$ cat src/pmb_pkg.sv
// shared constants for program map and boot select
package pmb_pkg;
  // =========================================
  // address widths
  localparam int PADDR_W = 21;
  localparam int EXT_ADDR_NARROW = 16;
  localparam int EXT_ADDR_WIDE = 20;
  // =========================================
  // region bounds, program word addresses
  localparam logic [20:0] REGION_00_LO = 21'h000000;
  localparam logic [20:0] REGION_01_LO = 21'h010000;
  localparam logic [20:0] REGION_02_LO = 21'h020000;
  localparam logic [20:0] BOOTFL_HI = 21'h020FFF;
  localparam logic [20:0] RSVD_LO = 21'h021000;
  localparam logic [20:0] PRAM_LO = 21'h02F800;
  localparam logic [20:0] PRAM_HI = 21'h02FFFF;
  localparam logic [20:0] HIGH_EXT_LO = 21'h100000;
  localparam logic [20:0] HIGH_EXT_HI = 21'h1FFFFF;
  localparam logic [20:0] WDOG_OFFSET = 21'h000002;
  // =========================================
  // reset values of the mode bits
  localparam logic RST_BOOT_SRC = 1'h0;
  localparam logic RST_SECURITY = 1'h0;
  // =========================================
  // decoded target of a program fetch
  typedef enum logic [2:0] {
    PMB_T_NONE = 3'h0,
    PMB_T_FLASH = 3'h1,
    PMB_T_BOOTFL = 3'h3,
    PMB_T_PRAM = 3'h2,
    PMB_T_EXT = 3'h6
  } pmb_target_t;
  // =========================================
  // reset capture sequence
  typedef enum logic [1:0] {
    PMB_S_RESET = 2'h0,
    PMB_S_SAMPLE = 2'h1,
    PMB_S_RUN = 2'h3
  } pmb_state_t;
endpackage : pmb_pkg

$ cat src/pmb_program_map.sv
// boot-mode capture and program-space map for the signal controller
// =========================================
// How it works
// - secured, pin low: internal, 16 lines, locked
// - secured, pin high: force both bits 00
// - unsecured, pin low: internal boot, 16 lines
// - unsecured, pin high: external boot, width pin
// - security bit loaded at reset, then takes software writes
// - security bit write changes no map
// - boot-source bit writable, 0 internal 1 external
// - secured at reset: boot-source write ignored
// - chip selects start as program/data strobes
// - external boot, width pin high: GPIO become A19..A16
// - internal map: flash, ext RAM, boot flash
// - external narrow: ext RAM low, flash relocated
// - external wide: boot from external 0x020000
module pmb_program_map (
  // clock and reset
  input wire logic core_clk,
  input wire logic resetn,
  // pins and flash state
  input wire logic externalBootPin,
  input wire logic extMemWidthPin,
  input wire logic flashSecured,
  // operating mode register writes
  input wire logic bootSourceWrite,
  input wire logic bootSourceData,
  input wire logic securityWrite,
  input wire logic securityData,
  // program fetch decode
  input wire logic [20:0] fetchAddr,
  output pmb_pkg::pmb_target_t fetchTarget,
  output logic [20:0] fetchLocalAddr,
  // mode bits and configuration
  output logic bootSourceModeBit,
  output logic securityModeBit,
  output logic configValid,
  output logic externalBootMode,
  output logic wideAddressBus,
  output logic [4:0] extAddrLines,
  output logic extProgramAllowed,
  output logic debugUnitEnable,
  // chip select and pin roles
  output logic legacyStrobeMode,
  output logic gpioAsHighAddr,
  // boot vectors
  output logic [20:0] bootAddress,
  output logic [20:0] watchdogResetAddress
);
  // =========================================
  // pin synchronisation
  logic [1:0] pinSync;
  pmb_sync #(.WIDTH(2)) pinSyncInst (
    .core_clk(core_clk),
    .resetn(resetn),
    .pinIn({externalBootPin, extMemWidthPin}),
    .pinOut(pinSync)
  );
  wire logic bootPinS = pinSync[1];
  wire logic widthPinS = pinSync[0];

  // =========================================
  // reset capture sequence
  // sample three cycles after release so the synchroniser holds true pin levels
  pmb_pkg::pmb_state_t state;
  pmb_pkg::pmb_state_t next_state;
  logic [1:0] settle;
  wire logic settleDone = (settle == 2'h2);

  always_comb begin
    case (state)
      pmb_pkg::PMB_S_RESET: next_state = settleDone ? pmb_pkg::PMB_S_SAMPLE : pmb_pkg::PMB_S_RESET;
      pmb_pkg::PMB_S_SAMPLE: next_state = pmb_pkg::PMB_S_RUN;
      pmb_pkg::PMB_S_RUN: next_state = pmb_pkg::PMB_S_RUN;
      default: next_state = pmb_pkg::PMB_S_RESET;
    endcase
  end

  always_ff @(posedge core_clk or negedge resetn) begin
    if (!resetn) begin
      state <= pmb_pkg::PMB_S_RESET;
      settle <= 2'h0;
    end else begin
      state <= next_state;
      settle <= settleDone ? settle : settle + 2'h1;
    end
  end

  wire logic capture = (state == pmb_pkg::PMB_S_SAMPLE);

  // =========================================
  // captured mode decisions
  // secured forces the boot-source bit low
  wire logic capSecurity = !flashSecured;
  wire logic capBootSrc = bootPinS && !flashSecured;
  // width pin matters only in external boot
  wire logic capWide = capBootSrc && widthPinS;

  logic lockedSecure;
  logic widePinLatched;

  // captured once, held until next reset; only securityModeBit also takes software writes
  always_ff @(posedge core_clk or negedge resetn) begin
    if (!resetn) begin
      securityModeBit <= pmb_pkg::RST_SECURITY;
      lockedSecure <= 1'h1;
      externalBootMode <= 1'h0;
      widePinLatched <= 1'h0;
    end else if (capture) begin
      securityModeBit <= capSecurity;
      lockedSecure <= !capSecurity;
      externalBootMode <= capBootSrc;
      widePinLatched <= capWide;
    end else if (securityWrite) begin
      // software copy only, map ignores it
      securityModeBit <= securityData;
    end
  end

  // =========================================
  // boot-source bit
  // writable after reset unless secured, steers the map
  wire logic bootSrcWriteOk = bootSourceWrite && !lockedSecure && (state == pmb_pkg::PMB_S_RUN);

  always_ff @(posedge core_clk or negedge resetn) begin
    if (!resetn) begin
      bootSourceModeBit <= pmb_pkg::RST_BOOT_SRC;
    end else if (capture) begin
      bootSourceModeBit <= capBootSrc;
    end else if (bootSrcWriteOk) begin
      bootSourceModeBit <= bootSourceData;
    end
  end

  // =========================================
  // static configuration outputs
  always_ff @(posedge core_clk or negedge resetn) begin
    if (!resetn) begin
      configValid <= 1'h0;
    end else begin
      configValid <= configValid || capture;
    end
  end

  // width pin high in external boot: twenty address lines
  assign wideAddressBus = widePinLatched;
  assign gpioAsHighAddr = widePinLatched;
  assign extAddrLines = widePinLatched ? 5'(pmb_pkg::EXT_ADDR_WIDE) : 5'(pmb_pkg::EXT_ADDR_NARROW);
  // secured: no external program space, no debug
  assign extProgramAllowed = !lockedSecure;
  assign debugUnitEnable = !lockedSecure;
  // legacy strobes out of reset; remapping lives elsewhere
  assign legacyStrobeMode = 1'h1;

  // =========================================
  // boot and watchdog vectors
  // internal boot at boot flash
  wire logic bootLow = externalBootMode && !widePinLatched;
  assign bootAddress = bootLow ? pmb_pkg::REGION_00_LO : pmb_pkg::REGION_02_LO;
  assign watchdogResetAddress = bootAddress + pmb_pkg::WDOG_OFFSET;

  // =========================================
  // live program map
  // high space reachable only after software pin setup, outside this block
  // region selection by live boot-source bit
  pmb_decode decodeInst (
    .extMap(bootSourceModeBit),
    .wideBus(widePinLatched),
    .extAllowed(extProgramAllowed),
    .fetchAddr(fetchAddr),
    .target(fetchTarget),
    .localAddr(fetchLocalAddr)
  );
endmodule : pmb_program_map

$ cat src/pmb_sync.sv
// two-flop synchroniser for pin levels
module pmb_sync #(
  parameter int WIDTH = 2
) (
  // clock and reset
  input wire logic core_clk,
  input wire logic resetn,
  // level in and out
  input wire logic [WIDTH-1:0] pinIn,
  output logic [WIDTH-1:0] pinOut
);
  logic [WIDTH-1:0] stage1;

  // pins idle high through their pull-ups, so reset to ones
  always_ff @(posedge core_clk or negedge resetn) begin
    if (!resetn) begin
      stage1 <= '1;
      pinOut <= '1;
    end else begin
      stage1 <= pinIn;
      pinOut <= stage1;
    end
  end
endmodule : pmb_sync

$ cat src/pmb_decode.sv
// program-space address decoder for the active map
module pmb_decode (
  // map selection
  input wire logic extMap,
  input wire logic wideBus,
  input wire logic extAllowed,
  // fetch address
  input wire logic [20:0] fetchAddr,
  // decoded target
  output pmb_pkg::pmb_target_t target,
  output logic [20:0] localAddr
);
  function automatic logic inRange(input logic [20:0] a, input logic [20:0] lo, input logic [20:0] hi);
    inRange = (a >= lo) && (a <= hi);
  endfunction : inRange

  wire logic inLow = inRange(fetchAddr, pmb_pkg::REGION_00_LO, pmb_pkg::REGION_01_LO - 21'h000001);
  wire logic inMid = inRange(fetchAddr, pmb_pkg::REGION_01_LO, pmb_pkg::REGION_02_LO - 21'h000001);
  wire logic inBoot = inRange(fetchAddr, pmb_pkg::REGION_02_LO, pmb_pkg::BOOTFL_HI);
  wire logic inPram = inRange(fetchAddr, pmb_pkg::PRAM_LO, pmb_pkg::PRAM_HI);
  wire logic inHigh = inRange(fetchAddr, pmb_pkg::HIGH_EXT_LO, pmb_pkg::HIGH_EXT_HI);
  wire logic external_boot_pin = extMap && wideBus;
  wire logic flashHit = extMap ? inMid : inLow;
  wire logic extLowHit = extMap ? inLow : inMid;
  wire logic bootHit = inBoot && !external_boot_pin;
  wire logic extBootHit = inBoot && external_boot_pin;
  wire logic anyExt = extLowHit || extBootHit || inHigh;

  // external regions vanish when program space is forbidden
  assign target = flashHit ? pmb_pkg::PMB_T_FLASH :
                  bootHit ? pmb_pkg::PMB_T_BOOTFL :
                  inPram ? pmb_pkg::PMB_T_PRAM :
                  (anyExt && extAllowed) ? pmb_pkg::PMB_T_EXT :
                  pmb_pkg::PMB_T_NONE;
  assign localAddr = flashHit ? (fetchAddr - (extMap ? pmb_pkg::REGION_01_LO : pmb_pkg::REGION_00_LO)) :
                     bootHit ? (fetchAddr - pmb_pkg::REGION_02_LO) :
                     inPram ? (fetchAddr - pmb_pkg::PRAM_LO) : fetchAddr;
endmodule : pmb_decode

$ cat config.mk
export PLATFORM = sky130hd
export DESIGN_NAME = pmb_program_map
export DESIGN_NICKNAME = d
export VERILOG_FILES = /design/src/pmb_pkg.sv /design/src/pmb_program_map.sv /design/src/pmb_sync.sv /design/src/pmb_decode.sv
export SDC_FILE = /design/constraint.sdc
export NUM_CORES = 1
export LEC_CHECK = 0
export ABC_AREA = 1
export BUFFER_PORTS_ARGS = -buffer_cell sky130_fd_sc_hd__buf_2
export CAP_MARGIN = 20
export CORE_UTILIZATION = 48
export CTS_CLUSTER_DIAMETER = 200
export DETAILED_ROUTE_END_ITERATION = 8
export PLACE_DENSITY = 0.87
export SYNTH_ARGS = -nofsm -noshare
export SYNTH_HDL_FRONTEND = slang
export SYNTH_SLANG_ARGS = --single-unit
export TNS_END_PERCENT = 5
$ cat constraint.sdc
create_clock -name core_clk -period 3.05 [get_ports core_clk]
set_clock_uncertainty 0.05 [all_clocks]
set_input_delay 0.305 -clock core_clk [delete_from_list [all_inputs] [get_ports core_clk]]
set_output_delay 0.305 -clock core_clk [all_outputs]
set_load 0.05 [all_outputs]
==> flow_summary_export.csv <==
group,metric,value,unit
floorplanning,fp-row-count,22,
sta,timing.final.ws_setup,0.479,ns
global_route,globalRouteTotalUtil,0.191,
synthesis,ys_seq_area_frac,0.187,
sta,fin_crit_sh,0.843,
synthesis,synth_enable_flop_cells,0,
synthesis,synthFlopType,"dfrtp_1",
routing,routed_wl,3.92,mm
power_and_ir_drop,share_comb_of_total_power,0.514,
job,cap_viol_max_count,0,
floorplanning,die_h,65.1,um
global_route,grt_max_degree,15,
clock_tree,cts.clk_slew.worst_paths,0.06,ns
routing,drtIter0Drc,94,
power_and_ir_drop,sequential_power_share,0.275,
power_and_ir_drop,leakagePower,1.15,nW
synthesis,ys_ff_latch,14,
routing,antenna_left,0,
global_route,first_global_vias,1553,
power_and_ir_drop,p_sw,385,uW
routing,drt_pre_antenna_iters,4,
sta,grt_setup_unrepaired,"no",
global_route,grt_pass1_wl,6.40,mm
synthesis,synth_top_cell_area_share,0.236,
final_layout,filler_cell_count,406,
routing,drt_drc_violations_left,0,
global_route,overflow,0,
clock_tree,cts_max_path_buffers,2,
clock_tree,insertion_delay,0.24,ns
synthesis,synth.distinct_cells,31,
setup_path,start_kind,"input port",
placed_design,placement.setup.worst_slack,0.498,ns
placed_design,dpl.hpwl,3.29,mm
clock_tree,htree_num_levels,1,
clock_tree,cts_resized,0,
routing,avgViaCountPerCell,4.59,
routing,wl_per_cell,9.92,um
sta,timing.final.setup_violations,0,
clock_tree,cts_made_buffers,3,
sta,timing.setup.tns,0,ns
power_and_ir_drop,share_clk_of_total_power,0.211,
sta,finalMaxSlewViolations,0,
final_layout,drive_above_1_share,0.262,
floorplanning,die_area,4240,um2
setup_path,timing.critical_path.arrival,2.22,ns
sta,maximum_frequency_from_static_timing_analysis,389,MHz
synthesis,synth_top_cell_by_area,"buf_4",
power_and_ir_drop,power.internal,352,uW
sta,finalHoldViolations,0,
final_layout,finalNetCount,388,
routing,vias_post_dr,1814,
clock_tree,clock_tree_from_tritoncts,"done",
placed_design,place.port_buffers,64,
synthesis,avgSynthCellArea,6.43,um2
power_and_ir_drop,power_density,360,nW/um2
setup_path,peak_fanout_along_the_critical_path,8,
power_and_ir_drop,power.share.switching,0.522,
floorplanning,floorplan.initialDensity,0.510,
floorplanning,fp.dieW,65.1,um
synthesis,synth.cells.most_frequent,"66 x nand2_1, 60 x buf_4, 34 x inv_1",
synthesis,synth.area.top_cells,"buf_4 24%, nand2_1 13%, dfrtp_1 12%",
synthesis,asyncSetResetFlopFracSynth,1.00,
final_layout,flow.area_growth_from_synthesis,7.20,%
clock_tree,clock-sinks,14,
min_path,hp-class,"input port to register",
final_layout,antenna_cells_inserted,0,
clock_tree,clk_root_buffer_cell,"clkbuf_8",
final_layout,final_core_util,0.547,
synthesis,post-synth-top-count-cell,"nand2_1",
floorplanning,top_level_ports,110,
synthesis,mappedNetlistArea,1910,um2
setup_path,critPathCaptureType,"primary output",
status,status,"finished clean",
setup_path,worst-endpoint-required,2.69,ns
placed_design,weighted_congestion_reported_at_the_end_of_routability_driven_placement,0.922,
sta,finalWorstPathRequiredPeriod,2.57,ns
setup_path,setup.worst_path.class,"input port to primary output",
synthesis,synth.yosys.warnings,0,
global_route,antenna_violations_before_repair,0,
floorplanning,core,3740,um2
synthesis,post_syn_instances,297,
power_and_ir_drop,vdd_drop_max,0.271,mV
## worst paths after layout
check | start | to | slack (ns) | cells past startpoint
worst max register to register | state[0] | bootSourceModeBit | 1.57 | 8
worst min register to register | pinSyncInst.stage1[1] | pinSyncInst.pinOut[1] | 0.31 | 0
min in group asynchronous | resetn | state[0] | 0.43 | 2
max in group asynchronous | resetn | pinSyncInst.stage1[1] | 2.24 | 2
worst max-delay path | fetchAddr[18] | fetchLocalAddr[19] | 0.48 | 12
worst min-delay path | extMemWidthPin | pinSyncInst.stage1[0] | 0.11 | 1
## per-layer routing
metal	part of all wire	up-vias	track usage
li1	-	918	-
met1	0.41	802	0.238
met2	0.48	83	0.323
met3	0.077	11	0.0174
met4	0.028	0	0.106
met5	0	-	0
## area by class of cell
class / instances / area [um2] / area share
timing repair buffer: 65 / 330 / 0.161
tap: 48 / 60.1 / 0.0293
inverter: 37 / 141 / 0.0690
clock buffer: 4 / 45.0 / 0.0220
sequential: 14 / 357 / 0.174
multi-input combinational: 227 / 1110 / 0.544
## sequential cells by signal, indices dropped and copies added, names as in the netlist
name,flops
configValid,1
securityModeBit,1
settle,2
gpioAsHighAddr,1
pinSyncInst.pinOut,2
externalBootMode,1
state,2
lockedSecure,1
bootSourceModeBit,1
pinSyncInst.stage1,2
## stage by stage
step	hold WS (ns)	cell area (um2)	total power [mW]	cells
floorplan	-0.0406	2070	0.565	340
global placement	0.154	1990	0.581	390
detailed placement	0.157	1990	0.582	390
CTS	0.0989	2050	0.741	395
global route	0.0984	2050	0.773	395
finish	0.105	2050	0.737	395
## layout by cell type (no fill, tap or decap)
cell           synthesis  final
nand2_1               66     66
buf_2                  1     64
conb_1                 2     45
inv_1                 34     34
nor2_1                32     32
nand3_1               17     17
o21ai_0               12     12
a21oi_1               11     11
ha_1                  10     10
dfrtp_1                9      9
nor3_1                 5      5
nand2_2                5      5
dfstp_2                5      5
nand4_1                4      4
nor2_2                 3      3
o21ai_1                3      3
clkbuf_8               0      3
inv_2                  2      2
nor2_4                 2      2
nand3_2                2      2
xor2_1                 2      2
nand3_4                1      1
nand4_2                1      1
nand2_4                1      1
inv_4                  1      1
or2_0                  1      1
o21a_1                 1      1
or2_2                  1      1
o21bai_1               1      1
xnor2_1                1      1
clkbuf_1               1      1
dlygate4sd3_1          0      1
## power by group through the flow
stage,sequential [mW],clock (mW),combinational [mW]
floorplan,0.219,0,0.346
global placement,0.206,0,0.375
detailed placement,0.206,0,0.376
CTS,0.203,0.160,0.378
global route,0.204,0.166,0.403
finish,0.203,0.156,0.379
## cells by family (layout without fill, tap and decap cells)
kind of cell	count (synthesis)	count (layout)	share of synthesized area
and+or+nand+nor	141	141	0.340
buffers and inverters	99	106	0.314
AOI/OAI and AO/OA	28	28	0.0760
DFF	14	14	0.187
adders and majority gates	10	10	0.0655
xor gates and xnor gates	3	3	0.0138
other	2	45	0.00393
## timing repair
item	4_1_cts	5_1_grt
hold buffers	1	0
endpoints found under the hold margin	9	0
buffers inserted	0	0
endpoints found under the setup margin	0	0
## critical path, cell delays in order
cell	delay [ns]
buf_2	0.12
inv_1	0.18
ha_1	0.23
nand2_1	0.11
nor2_1	0.15
nand2_1	0.06
o21ai_1	0.24
nand3_2	0.21
o21ai_0	0.20
nand2_1	0.09
nand2_1	0.06
buf_2	0.25
Note: power is estimated with default switching activity, not from simulation.
